**src/wsc_pkg.sv**
```systemverilog
// Purpose: Shared constants for the wake source control register bank
// Assumes: 8-bit registers reached over a 16-bit serial frame, LSB first
// Notes: Bus control force values are exported for the transceiver control block
// ============================================================
// Constants
package wsc_pkg;
   // Register addresses (7-bit frame address)
   localparam logic [6:0] ADDR_INT_WAKE = 7'h06;
   localparam logic [6:0] ADDR_EXT_WAKE = 7'h07;
   localparam logic [6:0] ADDR_PIN_BIAS = 7'h08;
   // Implemented bit masks; all other positions read zero
   localparam logic [7:0] MASK_INT_WAKE = 8'hC4;
   localparam logic [7:0] MASK_EXT_WAKE = 8'hA7;
   localparam logic [7:0] MASK_PIN_BIAS = 8'h3F;
   // Power-on / soft reset values
   localparam logic [7:0] RST_INT_WAKE = 8'h00;
   localparam logic [7:0] RST_EXT_WAKE = 8'h07;
   localparam logic [7:0] RST_PIN_BIAS = 8'h00;
   // Restart clears bits 6, 4 and 3 and keeps the rest
   localparam logic [7:0] RESTART_KEEP = 8'hA7;
   // Fail-safe: keep bits 7 and 5, zero 6/4/3, force 2:0 high
   localparam logic [7:0] FS_KEEP = 8'hA0;
   localparam logic [7:0] FS_SET = 8'h07;
   // Fail-safe values for the bus control registers (held outside)
   localparam logic [7:0] FS_BUS_CTRL1_SET = 8'h09;
   localparam logic [7:0] FS_BUS_CTRL1_KEEP = 8'hE0;
   localparam logic [7:0] FS_BUS_CTRL2 = 8'h01;
   // Field positions
   localparam int BIT_SECOND_TIMER = 7;
   localparam int BIT_FIRST_TIMER = 6;
   localparam int BIT_WD_OFF_STOP = 2;
   localparam int BIT_GLOBAL_INT = 7;
   localparam int BIT_MEASURE = 5;
   localparam int PIN_COUNT = 3;
   localparam int MEAS_PINS = 2;
   localparam int BIAS_W = 2;
   // Bias codes
   localparam logic [1:0] BIAS_NONE = 2'h0;
   localparam logic [1:0] BIAS_DOWN = 2'h1;
   localparam logic [1:0] BIAS_UP = 2'h2;
   localparam logic [1:0] BIAS_AUTO = 2'h3;
   // Transceiver mode codes
   localparam logic [1:0] BUS_MODE_OFF = 2'h0;
   localparam logic [1:0] BUS_MODE_WAKE = 2'h1;
   // Serial frame layout
   localparam logic [4:0] FRAME_BITS = 5'h10;
   localparam logic [4:0] HALF_BITS = 5'h08;
   localparam logic [4:0] CNT_MAX = 5'h1F;
   localparam int WR_BIT = 7;
   localparam logic [2:0] SYNC_IDLE = 3'h2;
endpackage : wsc_pkg

```
**src/wsc_wake_regs.sv**
```systemverilog
// Purpose: Wake source control register bank behind the 16-bit serial port
// Assumes: Serial mode 0, LSB first; bits 6:0 address, bit 7 write, 15:8 data
// Notes: Serial pins are sampled by ref_clk through two-flop synchronisers
// Operation
// - Bit 7 of internal wake register enables second cyclic timer wake.
// - Bit 6 of internal wake register enables first cyclic timer wake.
// - Bit 2 turns watchdog off in stop mode; device may update it.
// - Reserved bits of all three registers always read zero.
// - Global interrupt bit zero: only wake events raise the interrupt.
// - Global interrupt bit one: any status event raises the interrupt.
// - Measurement selected: pins one and two never act as wake sources.
// - Measurement selected enables the measurement function in normal mode.
// - Measurement selector defaults to zero, pins one and two wake normally.
// - External register bits 2, 1, 0 enable wake pins three, two, one.
// - External register resets to 07; restart zeroes bits 6, 4, 3.
// - Fail-safe forces external register to x0x0 0111 and bus registers too.
// - Bias register holds pin three 5:4, pin two 3:2, pin one 1:0.
// - Bias codes: 00 none, 01 pull-down, 10 pull-up, 11 automatic.
// - Internal wake and bias registers reset to all zeros.
// - Transceiver mode 01 means wake capable, 00 off.
`timescale 1ns/1ps
module wsc_wake_regs
   import wsc_pkg::*;
(
   // Clock and reset
   input wire logic ref_clk,
   input wire logic reset,
   // Serial port pins
   input wire logic spi_clk,
   input wire logic spi_cs_n,
   input wire logic spi_mosi,
   output logic spi_miso,
   output logic spi_miso_oe_n,
   // Device events and state
   input wire logic restart_evt,
   input wire logic failsafe_evt,
   input wire logic wd_stop_hw_we,
   input wire logic wd_stop_hw_val,
   input wire logic normal_mode,
   input wire logic wake_event,
   input wire logic status_event,
   input wire logic [1:0] bus_mode,
   // Configuration outputs
   output logic second_timer_wake_enable,
   output logic first_timer_wake_enable,
   output logic watchdog_off_in_stop,
   output logic measure_active,
   output logic int_request,
   output logic bus_wake_capable,
   output logic bus_failsafe_force,
   output logic [PIN_COUNT-1:0] pin_wake_active,
   output logic [PIN_COUNT-1:0] pin_pull_up,
   output logic [PIN_COUNT-1:0] pin_pull_down,
   output logic [PIN_COUNT-1:0] pin_bias_auto
);

   // ============================================================
   // Pin synchronisers
   logic [2:0] sync1_ff, sync2_ff, sync3_ff;
   logic [2:0] nxt_sync1, nxt_sync2, nxt_sync3;
   logic clk_s, cs_n_s, mosi_s, clk_rise, clk_fall, cs_fall, cs_rise;

   // Order is {clk, cs_n, mosi}; stage three only serves edge detection
   always_comb begin
      nxt_sync1 = {spi_clk, spi_cs_n, spi_mosi};
      nxt_sync2 = sync1_ff;
      nxt_sync3 = sync2_ff;
   end

   always_ff @(posedge ref_clk) begin
      if (reset) begin
         sync1_ff <= SYNC_IDLE;
         sync2_ff <= SYNC_IDLE;
         sync3_ff <= SYNC_IDLE;
      end else begin
         sync1_ff <= nxt_sync1;
         sync2_ff <= nxt_sync2;
         sync3_ff <= nxt_sync3;
      end
   end

   // Edges seen on synchronised levels only
   assign clk_s = sync2_ff[2];
   assign cs_n_s = sync2_ff[1];
   assign mosi_s = sync2_ff[0];
   assign clk_rise = clk_s & ~sync3_ff[2];
   assign clk_fall = ~clk_s & sync3_ff[2];
   assign cs_fall = ~cs_n_s & sync3_ff[1];
   assign cs_rise = cs_n_s & ~sync3_ff[1];

   // ============================================================
   // Register storage
   logic [7:0] int_wake_ff, ext_wake_ff, pin_bias_ff;
   logic [7:0] nxt_int_wake, nxt_ext_wake, nxt_pin_bias;
   logic [15:0] rx_ff, nxt_rx;
   logic [4:0] cnt_ff, nxt_cnt;
   logic [7:0] tx_ff, nxt_tx;
   logic miso_ff, nxt_miso, oe_n_ff, nxt_oe_n;
   logic write_go;

   // Read mux; masks keep reserved positions at zero
   function automatic logic [7:0] rd_mux(input logic [6:0] addr, input logic [7:0] iw,
                                         input logic [7:0] ew, input logic [7:0] pb);
      logic [7:0] val;
      val = 8'h00;
      case (addr)
         ADDR_INT_WAKE: val = iw & MASK_INT_WAKE;
         ADDR_EXT_WAKE: val = ew & MASK_EXT_WAKE;
         ADDR_PIN_BIAS: val = pb & MASK_PIN_BIAS;
         default: val = 8'h00;
      endcase
      return val;
   endfunction : rd_mux

   // ============================================================
   // Serial frame engine
   // The first byte out is zero; the addressed register follows once the
   // address is known, so a read answers in the same frame.
   always_comb begin
      nxt_rx = rx_ff;
      nxt_cnt = cnt_ff;
      nxt_tx = tx_ff;
      if (cs_fall) begin
         nxt_cnt = 5'h00;
         nxt_tx = 8'h00;
      end else if (!cs_n_s) begin
         if (clk_rise) begin
            nxt_rx = {mosi_s, rx_ff[15:1]};
            if (cnt_ff != CNT_MAX) begin
               nxt_cnt = cnt_ff + 5'h01;
            end
            if (cnt_ff == HALF_BITS - 5'h01) begin
               nxt_tx = rd_mux(rx_ff[15:9], int_wake_ff, ext_wake_ff, pin_bias_ff);
            end
         end else if (clk_fall && cnt_ff != HALF_BITS) begin
            nxt_tx = {1'b0, tx_ff[7:1]};
         end
      end
      nxt_miso = nxt_tx[0];
      nxt_oe_n = cs_n_s;
   end

   always_ff @(posedge ref_clk) begin
      if (reset) begin
         rx_ff <= 16'h0000;
         cnt_ff <= 5'h00;
         tx_ff <= 8'h00;
         miso_ff <= 1'b0;
         oe_n_ff <= 1'b1;
      end else begin
         rx_ff <= nxt_rx;
         cnt_ff <= nxt_cnt;
         tx_ff <= nxt_tx;
         miso_ff <= nxt_miso;
         oe_n_ff <= nxt_oe_n;
      end
   end

   // Frames of any length but sixteen bits are dropped
   assign write_go = cs_rise & (cnt_ff == FRAME_BITS) & rx_ff[WR_BIT];

   // ============================================================
   // Register update
   // Priority: fail-safe over restart over host write; a hardware watchdog
   // update beats a host write landing in the same cycle.
   always_comb begin
      nxt_int_wake = int_wake_ff;
      nxt_ext_wake = ext_wake_ff;
      nxt_pin_bias = pin_bias_ff;
      if (write_go) begin
         case (rx_ff[6:0])
            ADDR_INT_WAKE: nxt_int_wake = rx_ff[15:8] & MASK_INT_WAKE;
            ADDR_EXT_WAKE: nxt_ext_wake = rx_ff[15:8] & MASK_EXT_WAKE;
            ADDR_PIN_BIAS: nxt_pin_bias = rx_ff[15:8] & MASK_PIN_BIAS;
            default: nxt_int_wake = int_wake_ff;
         endcase
      end
      if (restart_evt) begin
         nxt_ext_wake = ext_wake_ff & RESTART_KEEP;
      end
      if (failsafe_evt) begin
         nxt_ext_wake = (nxt_ext_wake & FS_KEEP) | FS_SET;
      end
      if (wd_stop_hw_we) begin
         nxt_int_wake[BIT_WD_OFF_STOP] = wd_stop_hw_val;
      end
   end

   always_ff @(posedge ref_clk) begin
      if (reset) begin
         int_wake_ff <= RST_INT_WAKE;
         ext_wake_ff <= RST_EXT_WAKE;
         pin_bias_ff <= RST_PIN_BIAS;
      end else begin
         int_wake_ff <= nxt_int_wake;
         ext_wake_ff <= nxt_ext_wake;
         pin_bias_ff <= nxt_pin_bias;
      end
   end

   // ============================================================
   // Per-pin decode
   logic [PIN_COUNT-1:0] act_w, pu_w, pd_w, auto_w;
   genvar gi;
   generate
      for (gi = 0; gi < PIN_COUNT; gi++) begin : g_pin
         logic [1:0] bias;
         assign bias = pin_bias_ff[gi*BIAS_W +: BIAS_W];
         // Measurement borrows pins one and two, so their enables are ignored
         assign act_w[gi] = ext_wake_ff[gi] & ~(ext_wake_ff[BIT_MEASURE] & (gi < MEAS_PINS));
         assign pd_w[gi] = (bias == BIAS_DOWN);
         assign pu_w[gi] = (bias == BIAS_UP);
         assign auto_w[gi] = (bias == BIAS_AUTO);
      end
   endgenerate

   // ============================================================
   // Output registers
   logic [PIN_COUNT-1:0] act_ff, pu_ff, pd_ff, auto_ff;
   logic t2_ff, t1_ff, wd_ff, meas_ff, irq_ff, buswk_ff, fs_ff;
   logic nxt_t2, nxt_t1, nxt_wd, nxt_meas, nxt_irq, nxt_buswk, nxt_fs;

   always_comb begin
      nxt_t2 = int_wake_ff[BIT_SECOND_TIMER];
      nxt_t1 = int_wake_ff[BIT_FIRST_TIMER];
      nxt_wd = int_wake_ff[BIT_WD_OFF_STOP];
      nxt_meas = ext_wake_ff[BIT_MEASURE] & normal_mode;
      nxt_irq = wake_event | (ext_wake_ff[BIT_GLOBAL_INT] & status_event);
      nxt_buswk = (bus_mode == BUS_MODE_WAKE);
      nxt_fs = failsafe_evt;
   end

   always_ff @(posedge ref_clk) begin
      if (reset) begin
         t2_ff <= 1'b0;
         t1_ff <= 1'b0;
         wd_ff <= 1'b0;
         meas_ff <= 1'b0;
         irq_ff <= 1'b0;
         buswk_ff <= 1'b0;
         fs_ff <= 1'b0;
         act_ff <= '0;
         pu_ff <= '0;
         pd_ff <= '0;
         auto_ff <= '0;
      end else begin
         t2_ff <= nxt_t2;
         t1_ff <= nxt_t1;
         wd_ff <= nxt_wd;
         meas_ff <= nxt_meas;
         irq_ff <= nxt_irq;
         buswk_ff <= nxt_buswk;
         fs_ff <= nxt_fs;
         act_ff <= act_w;
         pu_ff <= pu_w;
         pd_ff <= pd_w;
         auto_ff <= auto_w;
      end
   end

   assign spi_miso = miso_ff;
   assign spi_miso_oe_n = oe_n_ff;
   assign second_timer_wake_enable = t2_ff;
   assign first_timer_wake_enable = t1_ff;
   assign watchdog_off_in_stop = wd_ff;
   assign measure_active = meas_ff;
   assign int_request = irq_ff;
   assign bus_wake_capable = buswk_ff;
   assign bus_failsafe_force = fs_ff;
   assign pin_wake_active = act_ff;
   assign pin_pull_up = pu_ff;
   assign pin_pull_down = pd_ff;
   assign pin_bias_auto = auto_ff;
endmodule : wsc_wake_regs

```
**config.mk**
```make
export PLATFORM = sky130hd
export DESIGN_NAME = wsc_wake_regs
export DESIGN_NICKNAME = d
export VERILOG_FILES = /design/src/wsc_pkg.sv /design/src/wsc_wake_regs.sv
export SDC_FILE = /design/constraint.sdc
export NUM_CORES = 1
export LEC_CHECK = 0
export BUFFER_PORTS_ARGS = -buffer_cell sky130_fd_sc_hd__buf_4
export CAP_MARGIN = 20
export CORE_MARGIN = 2
export CORE_UTILIZATION = 35
export CTS_CLUSTER_SIZE = 20
export DETAILED_ROUTE_END_ITERATION = 6
export GPL_TIMING_DRIVEN = 0
export PLACE_DENSITY = 0.53
export SYNTH_ARGS = -nofsm -noshare
export SYNTH_HDL_FRONTEND = slang
export SYNTH_SLANG_ARGS = --single-unit
```
**constraint.sdc**
```tcl
create_clock -name ref_clk -period 4.2 [get_ports ref_clk]
set_input_delay 0.42 -clock ref_clk [delete_from_list [all_inputs] [get_ports ref_clk]]
set_output_delay 0.42 -clock ref_clk [all_outputs]
set_load 0.005 [all_outputs]
```
# Word-level counts from Yosys, hierarchy flattened

Cells that the tools add are included.
Widths: inputs -> output; s select.

Input port bits: 14
Output and inout bits: 21
Register bits after elaboration: 72

Multiplexer cells: 10
Eq/ne operators: 21
Reductions and logical operators: 13
Add/subtract/negate cells: 1
Bitwise gates (word level): 18

Operators with widths:

| kind                | number |
|---|---|
| $mux 8              | 6 |
| $eq 7x3->1 const B  | 4 |
| $pmux 8 s3          | 1 |
| $eq 7x4->1 const B  | 2 |
| $eq 2x2->1 const B  | 6 |
| $reduce_and 3->1    | 4 |
| $and 1x1->1         | 10 |
| $eq 2x1->1 const B  | 4 |
| $not 1->1           | 7 |
| $mux 3              | 2 |
| $reduce_and 2->1    | 3 |
| $reduce_bool 2->1   | 3 |
| $add 5x1->5 const B | 1 |
| $eq 5x3->1 const B  | 1 |
| $eq 5x5->1 const B  | 1 |
| $ne 5x4->1 const B  | 1 |
| $ne 5x5->1 const B  | 1 |
| $reduce_or 2->1     | 2 |
| $ne 2x1->1 const B  | 1 |
| $logic_and 1x1->1   | 1 |
| $mux 1              | 1 |
| $or 1x1->1          | 1 |

# Longest topological paths before layout

Gate-level depths: netlist of run 1.

Depth after elaboration: 6
Depth in mapped cells: 7
Depth with buffers taken out: 7

# Worst setup path before layout of run 1

No wires, ideal clock.

Path kind: reg2reg
From: register cnt_ff[0]
To: register pin_bias_ff[0]
Library setup time: 128 ps
Setup slack: 2224 ps
Stages on the path, launching flop included: 8
Buffers on the path: 1
Required time: 4072 ps
Period minus slack after synthesis: 1976 ps
Arrival: 1849 ps
Cells stage by stage: dfxtp_1 inv_1 ha_1 or4b_4 or4_1 buf_2 mux2i_1 nor2_1

Word-level cells in the longest chain between the ends: 4

Ends and longest elaborated chain:

| item                              | RTL line             | RTL |
|---|---|---|
| start, declared                   | wsc_wake_regs.sv:96  | `logic [4:0] cnt_ff, nxt_cnt;` |
| start signal, assigned            | wsc_wake_regs.sv:152 | `cnt_ff <= nxt_cnt;` |
| $eq 5x5->1                        | wsc_wake_regs.sv:160 | `assign write_go = cs_rise & (cnt_ff == FRAME_BITS) & rx_ff[WR_BIT];` |
| $and 1x1->1 (2 in series)         | wsc_wake_regs.sv:160 |  |
| $reduce_and 2->1 (no source line) | -                    |  |
| end signal, assigned              | wsc_wake_regs.sv:197 | `pin_bias_ff <= nxt_pin_bias;` |
| end, declared                     | wsc_wake_regs.sv:93  | `logic [7:0] int_wake_ff, ext_wake_ff, pin_bias_ff;` |

Every way passes these cells.
A chain may end at the register's enable or synchronous reset.

# Final worst setup path of run 1

From: register cnt_ff[0]
To: register pin_bias_ff[2]

The elaborated chain is that of the path after synthesis.

==> metrics.txt, run 1 <==
status=finished clean; Initial DRT Pass Iterations=4; H-Tree Depth=3; synth top area cells=dfxtp_1 (52%), nand2_1 (5.6%), a21oi_1 (4.7%); pin count of the biggest net entering global routing=13; net count after synthesis=296; ant diodes=0; design area=3264 um^2; io pins=35; Crit Path Max Fanout=6; Mapped Cells=279; complex-gate fraction of the synthesized area=12.31%; DR WL/cell=13.80 um; DR DRC count=0; Max-Cap Viols=0; area growth from synthesis to layout=22.14%; Non-Filler Instances=428; first-pass GRT wire length=9853 um; port buffer count=34; mux contribution to synthesized area=4.963%; YS warnings=0; type of the worst min-delay path=input port to flip-flop; CP Data Arrival Time=2.40 ns; gr ovfl total=0; final period utilization=52.14%; asr flop ratio synth=0%; critical path class=flip-flop to flip-flop; number of CTS-inserted buffers=9; Placed Area=3052 um^2; Die Height=91.39 um; TritonCTS sink count=70; clock latency on the worst-skew pair=0.34 ns; fin nets=341; Seq cells post-synth=70; ys flop type=dfxtp_1; clock slew at reported path FFs=0.08 ns; Seq. cell area=1401 um^2; RSZ-0062 raised after global routing=no; Routed WL=5907 um; Post-Synth Adder-Cell Area=1.404%; commonest cells after routing, fill and taps aside=dfxtp_1 (70), nand2_1 (40), buf_4 (34), a21oi_1 (25), nor2_1 (20); Synth cell types=46; Peak VDD IR=0.2188 mV; CTS root buf=clkbuf_8; met2 Use GR=20.53%; core area=7331 um^2; Initial Util=36.46%; grt peak-use layer=met1; number of flops mapped to enable cells by yosys=0; FILL cells=735; Final min period=2.190 ns; Post-CTS Hold Fix Bufs=0; Tot GR Track Use=15.11%; post-synth top area share=52.43%; Yosys top cell by area=dfxtp_1; met1 Track Usage GR=22.19%; Mean Syn Cell Area=9.579 um^2; placer congestion estimate=0.7501; Vias=2090; HPWL Detailed=4164 um; Required @ worst endpoint=4.41 ns; Placement Rows=31; worst slew pin tran=1.071 ns; synthesized cell area=2673 um^2; CP endpoint kind=flip-flop; Iteration-0 DRC Markers=98; Leak=1.286 nW; CTS tree=yes; Synth Area in XOR/XNOR=0.9831%; post-CTS sizing=0; largest family of logic cells by synthesized area=simple AND/OR/NAND/NOR gates; final setup skew=0.01075 ns; Final ANT Viol Nets=0; Fin Setup TNS=0 ns; nature of the critical path startpoint=flip-flop; most common cell after layout, fill and taps aside=dfxtp_1; post-synthesis sequential area ratio=52.43%; Die ar.=8351 um^2; antenna violations before repair=0; power density cells=401.3 nW/um^2; Slew Limit Headroom=27.59%; Global Route met3 Usage=3.320%; vias per cell=4.883; Synth Area in Simple Gates=25.00%; Fmax=456.7 MHz; clk buf depth=2; Post-CTS Setup Bufs=0; die width=91.39 um; vias in the first global route=1881; Placed Instances=412; fraction of layout cells with a size suffix above 1=19.15%; Fin. Hold Viols=0; final setup fails=0; Slew Limit Fails=0; area of the multi-input gates=1194 um^2
power breakdown:
part	total, W	switching, W	internal, W	leakage, nW
registers	0.000674	0.00000335	0.000671	0.568
clock network	0.000589	0.000258	0.000331	0.113
logic	0.0000466	0.0000251	0.0000215	0.605
kinds of logic (layout without fill, tap and decap cells):
logic type | count (synthesis) | after routing
and+or+nand+nor | 120 | 120
DFF | 70 | 70
AOI/OAI and AO/OA | 50 | 50
buffers and inverters | 20 | 70
muxes | 13 | 13
adders and majority gates | 3 | 3
xor gates and xnor gates | 3 | 3
stage by stage:
| stage | utilization [%] | power [W] | setup WS [ns] | hold slack, ns |
|---|---|---|---|---|
| 2_1_floorplan | - | 0.0007124 | 2.224 | 0.3895 |
| 6_report | 44.53 | 0.001310 | 2.010 | 0.2373 |
| 5_1_grt | 44.53 | 0.001360 | 1.753 | 0.2131 |
| 3_5_place_dp | 41.63 | 0.0007373 | 2.004 | 0.4040 |
| 3_3_place_gp | 41.63 | 0.0007372 | 2.018 | 0.3973 |
| 4_1_cts | 44.53 | 0.001321 | 1.985 | 0.2241 |
synthesized netlist by cell type (3+ instances only):
library cell  instances
dfxtp_1              70
nand2_1              40
a21oi_1              25
nor2_1               20
clkbuf_1             13
mux2i_1              11
nor2b_1              10
nor3b_1               9
nand3_1               8
a32oi_1               5
a211oi_1              4
and3b_1               4
inv_1                 4
or2_2                 4
ha_1                  3
nand4b_1              3
o2111ai_1             3
o211a_1               3
o21ai_1               3
routing by layer:
| metal | part of all wire [%] | up-vias |
|---|---|---|
| met2 | 43 | 28 |
| met3 | 2.6 | 8 |
| met1 | 52 | 980 |
| li1 | - | 1074 |
| met4 | 1.7 | 0 |
| met5 | 0 | - |
cell type report:
type | instances | share of cell area [%]
well taps | 99 | 3.795
inverters | 4 | 0.4599
repair buffers | 34 | 7.819
plain buffers | 16 | 1.916
clock buffers | 9 | 3.795
flip-flops and latches | 70 | 42.93
clock inverters | 7 | 2.721
multi-input cells | 189 | 36.57
final timing paths:
check	start	endpoint	slack, ns	cells past startpoint
max	cnt_ff[0]$_SDFFE_PP0P_	pin_bias_ff[2]$_SDFFE_PP0P_	2.01	7
min	bus_mode[1]	bus_wake_capable$_SDFF_PP0_	0.24	2
max reg2reg	cnt_ff[0]$_SDFFE_PP0P_	pin_bias_ff[2]$_SDFFE_PP0P_	2.01	7
min reg2reg	nxt_sync2[1]$_SDFF_PP1_	nxt_sync3[1]$_SDFF_PP1_	0.41	1
registers in the layout, summed over array words and instances, names as in the netlist:
signal	count
bus_failsafe_force	1
bus_wake_capable	1
cnt_ff	5
ext_wake_ff	5
first_timer_wake_enable	1
int_request	1
int_wake_ff	3
measure_active	1
nxt_sync2	3
nxt_sync3	3
pin_bias_auto	3
pin_bias_ff	6
pin_pull_down	3
pin_pull_up	3
pin_wake_active	3
rx_ff	16
second_timer_wake_enable	1
sync3_ff	2
tx_ff	8
watchdog_off_in_stop	1
critical path, stage by stage (launching register included):
cell,delay (ns)
dfxtp_1,0.35
inv_1,0.07
ha_1,0.19
or4b_4,0.51
or4_1,0.53
buf_2,0.20
mux2i_1,0.16
nor2_1,0.05
Note: power is estimated with default switching activity, not from simulation.
==> run 2, diff against run 1 <==
- clock period: 4.2 -> 2.2 ns (I/O delays scaled with it)
==> run 2 against run 1 <==
  * Die area unchanged
  * Routed wire length is 0.41% lower
  * Sequential share of layout area fell by 0.55 points
  * Via count rose by 0.72%
  * Sequential cell count is the same
  * Final area rose by 1.4%
  * Sequential power up 91%
  * Critical path depth did not move
  * Power grew 91%
  * Highest routed layer unchanged
==> metrics.txt, run 2 (synthesis gave the netlist of run 1 again) <==
status=finished clean; vias in the first global route=1881 (unchanged); Max-Cap Viols=0 (unchanged); Die ar.=8351 um^2 (unchanged); CP Data Arrival Time=2.31 ns (-0.09 ns); Placement Rows=31 (unchanged); internal power=0.001955 W (+91%); type of the worst min-delay path=input port to flip-flop; nature of the critical path startpoint=flip-flop; WHS Endpoint=bus_wake_capable$_SDFF_PP0_; sw power=0.0005479 W (+91%); FILL cells=731 (-0.54%); H-Tree Depth=3 (unchanged); Routed WL=5883 um (-0.41%); number of flip-flops in the largest register=16 (unchanged); Slew Limit Headroom=49.31% (+22 points); R2R cell count=7 (unchanged); CP endpoint kind=flip-flop; fin nets=342 (+0.29%); core area=7331 um^2 (unchanged); Final ANT Viol Nets=0 (unchanged); Fin. Hold Viols=0 (unchanged); total power=0.002503 W (+91%); Fmax=476.3 MHz (+4.3%); power density cells=756.3 nW/um^2 (+88%); Vias=2105 (+0.72%); CTS tree=yes; biggest regs=rx_ff: 16 flops, tx_ff: 8 flops, pin_bias_ff: 6 flops; clock latency on the worst-skew pair=0.34 ns (about the same); vias per cell=4.907 (+0.48%); sequential power share=51.4% (about the same); commonest cells after routing, fill and taps aside=dfxtp_1 (69), nand2_1 (40), buf_4 (36), a21oi_1 (25), nor2_1 (20); CTS root buf=clkbuf_8; Die Height=91.39 um (unchanged); number of CTS-inserted buffers=9 (unchanged); worst slew pin tran=0.7522 ns (-0.3189 ns); Slew Limit Fails=0 (unchanged); Cell Chain, Critical Path=inv_1, ha_4, or4b_4, or4_4, buf_4, mux2i_1, nor2_1; Iteration-0 DRC Markers=82 (-16%); Final min period=2.099 ns (-0.09053 ns); io pins=35 (unchanged); DR DRC count=0 (unchanged); Initial Util=36.46% (unchanged); Reg with most FFs=rx_ff; gr ovfl total=0 (unchanged); first-pass GRT wire length=9839 um (-0.14%); Tot GR Track Use=15.10% (-0.017 points); antenna violations before repair=0 (unchanged); placer congestion estimate=0.7501 (unchanged); Critical R2R Launch=cnt_ff[0]$_SDFFE_PP0P_; combinational power share=3.6% (about the same); TritonCTS sink count=70 (unchanged); RSZ-0062 raised after global routing=no; reg2reg end=pin_bias_ff[2]$_SDFFE_PP0P_; worst hold path depth=2 (unchanged); Required @ worst endpoint=2.41 ns (-2.00 ns); die width=91.39 um (unchanged); final setup fails=0 (unchanged); pin count of the biggest net entering global routing=13 (unchanged); critical path class=flip-flop to flip-flop; clock share of power=45.0% (about the same); port buffer count=34 (unchanged); Placed Instances=412 (unchanged); Crit Path Max Fanout=6 (unchanged); Fin Setup TNS=0 ns (unchanged); area growth from synthesis to layout=23.83%; hold_sp=bus_mode[1]; ant diodes=0 (unchanged); slowest cell delay on critical path=0.53 ns (about the same); Peak VDD IR=0.4174 mV (+91%); final setup skew=0.009229 ns (-0.001517 ns); Initial DRT Pass Iterations=4 (unchanged); Sw Ratio=21.89% (+0.032 points); critical path's slowest cell=or4_4; DR WL/cell=13.71 um (-0.64%); reg2reg setup slack=0.10 ns (-1.91 ns); clock slew at reported path FFs=0.08 ns (about the same); Leak=1.299 nW (+1.0%); final period utilization=95.42% (+43 points); Non-Filler Instances=429 (+0.23%); clk buf depth=2 (unchanged); most common cell after layout, fill and taps aside=dfxtp_1; fraction of layout cells with a size suffix above 1=21.21% (+2.1 points); HPWL Detailed=4164 um (unchanged); Post-CTS Hold Fix Bufs=0 (unchanged)
==> run 2: power groups by stage <==
stage          Sequential, W  Clock, W  Combinational [W]
4_1_cts              0.00129   0.00114          0.0000915
2_1_floorplan        0.00132         0          0.0000441
3_5_place_dp         0.00132         0          0.0000907
6_report             0.00129   0.00113          0.0000907
5_1_grt              0.00129   0.00121           0.000101
3_3_place_gp         0.00132         0          0.0000905
==> run 2: area by class of cell <==
cell class	count	area, um^2	area share [%]
Clock buffer	9	123.9	3.743
Buffer	16	65.06	1.966
Clock inverter	7	88.84	2.684
Sequential cell	70	1403	42.38
Timing Repair Buffer	35	262.8	7.940
Multi-Input combinational cell	189	1227	37.09
Tap cell	99	123.9	3.743
Inverter	4	15.01	0.4537
==> run 2: repair_timing <==
action | CTS | global route
buffers inserted | 0 | 1
setup endpoints to repair | 7 | 10
cloned | 0 | 0
hold endpoints to repair | 0 | 0
resized for setup | 3 | 5
==> run 2: how the worst max path moves through the flow <==
stage / start / endpoint / slack, ns / cells after the start
after detailed placement: cnt_ff[0]$_SDFFE_PP0P_ / pin_bias_ff[4]$_SDFFE_PP0P_ / 0.004 / 7
final: cnt_ff[0]$_SDFFE_PP0P_ / pin_bias_ff[2]$_SDFFE_PP0P_ / 0.10 / 7
after global placement: cnt_ff[0]$_SDFFE_PP0P_ / pin_bias_ff[1]$_SDFFE_PP0P_ / 0.02 / 7
after floorplan: cnt_ff[0]$_SDFFE_PP0P_ / pin_bias_ff[0]$_SDFFE_PP0P_ / 0.22 / 7
after CTS: cnt_ff[0]$_SDFFE_PP0P_ / pin_bias_ff[2]$_SDFFE_PP0P_ / 0.009 / 7
after global routing: cnt_ff[1]$_SDFFE_PP0P_ / pin_bias_ff[2]$_SDFFE_PP0P_ / 0.01 / 7
==> run 2: worst max-delay path: cells and delay by family, from the launching register on <==
| family | cells | cell delay (ns) |
|---|---|---|
| and+or+nand+nor | 3 | 1.05 |
| DFF | 1 | 0.35 |
| buffers and inverters | 2 | 0.29 |
| adders and majority gates | 1 | 0.15 |
| muxes | 1 | 0.15 |
==> run 2: stage by stage <==
| step | area, um^2 | util (%) | setup WS, ns | hold WS [ns] |
|---|---|---|---|---|
| after floorplan | 2673 | - | 0.2237 | 0.2961 |
| after global placement | 3052 | 41.63 | 0.01763 | 0.3835 |
| after detailed placement | 3052 | 41.63 | 0.004423 | 0.3856 |
| after CTS | 3274 | 44.67 | 0.008550 | 0.02415 |
| after global routing | 3309 | 45.14 | 0.009708 | 0.01309 |
| final | 3309 | 45.14 | 0.1007 | 0.03710 |
==> run 2: metal layers <==
| metal | track usage (%) | part of all wire, % | vias to the layer above |
|---|---|---|---|
| met1 | 22.14 | 52 | 986 |
| met3 | 3.320 | 3.1 | 8 |
| li1 | - | - | 1076 |
| met2 | 20.53 | 44 | 35 |
| met4 | 7.576 | 1.7 | 0 |
| met5 | 0 | 0 | - |
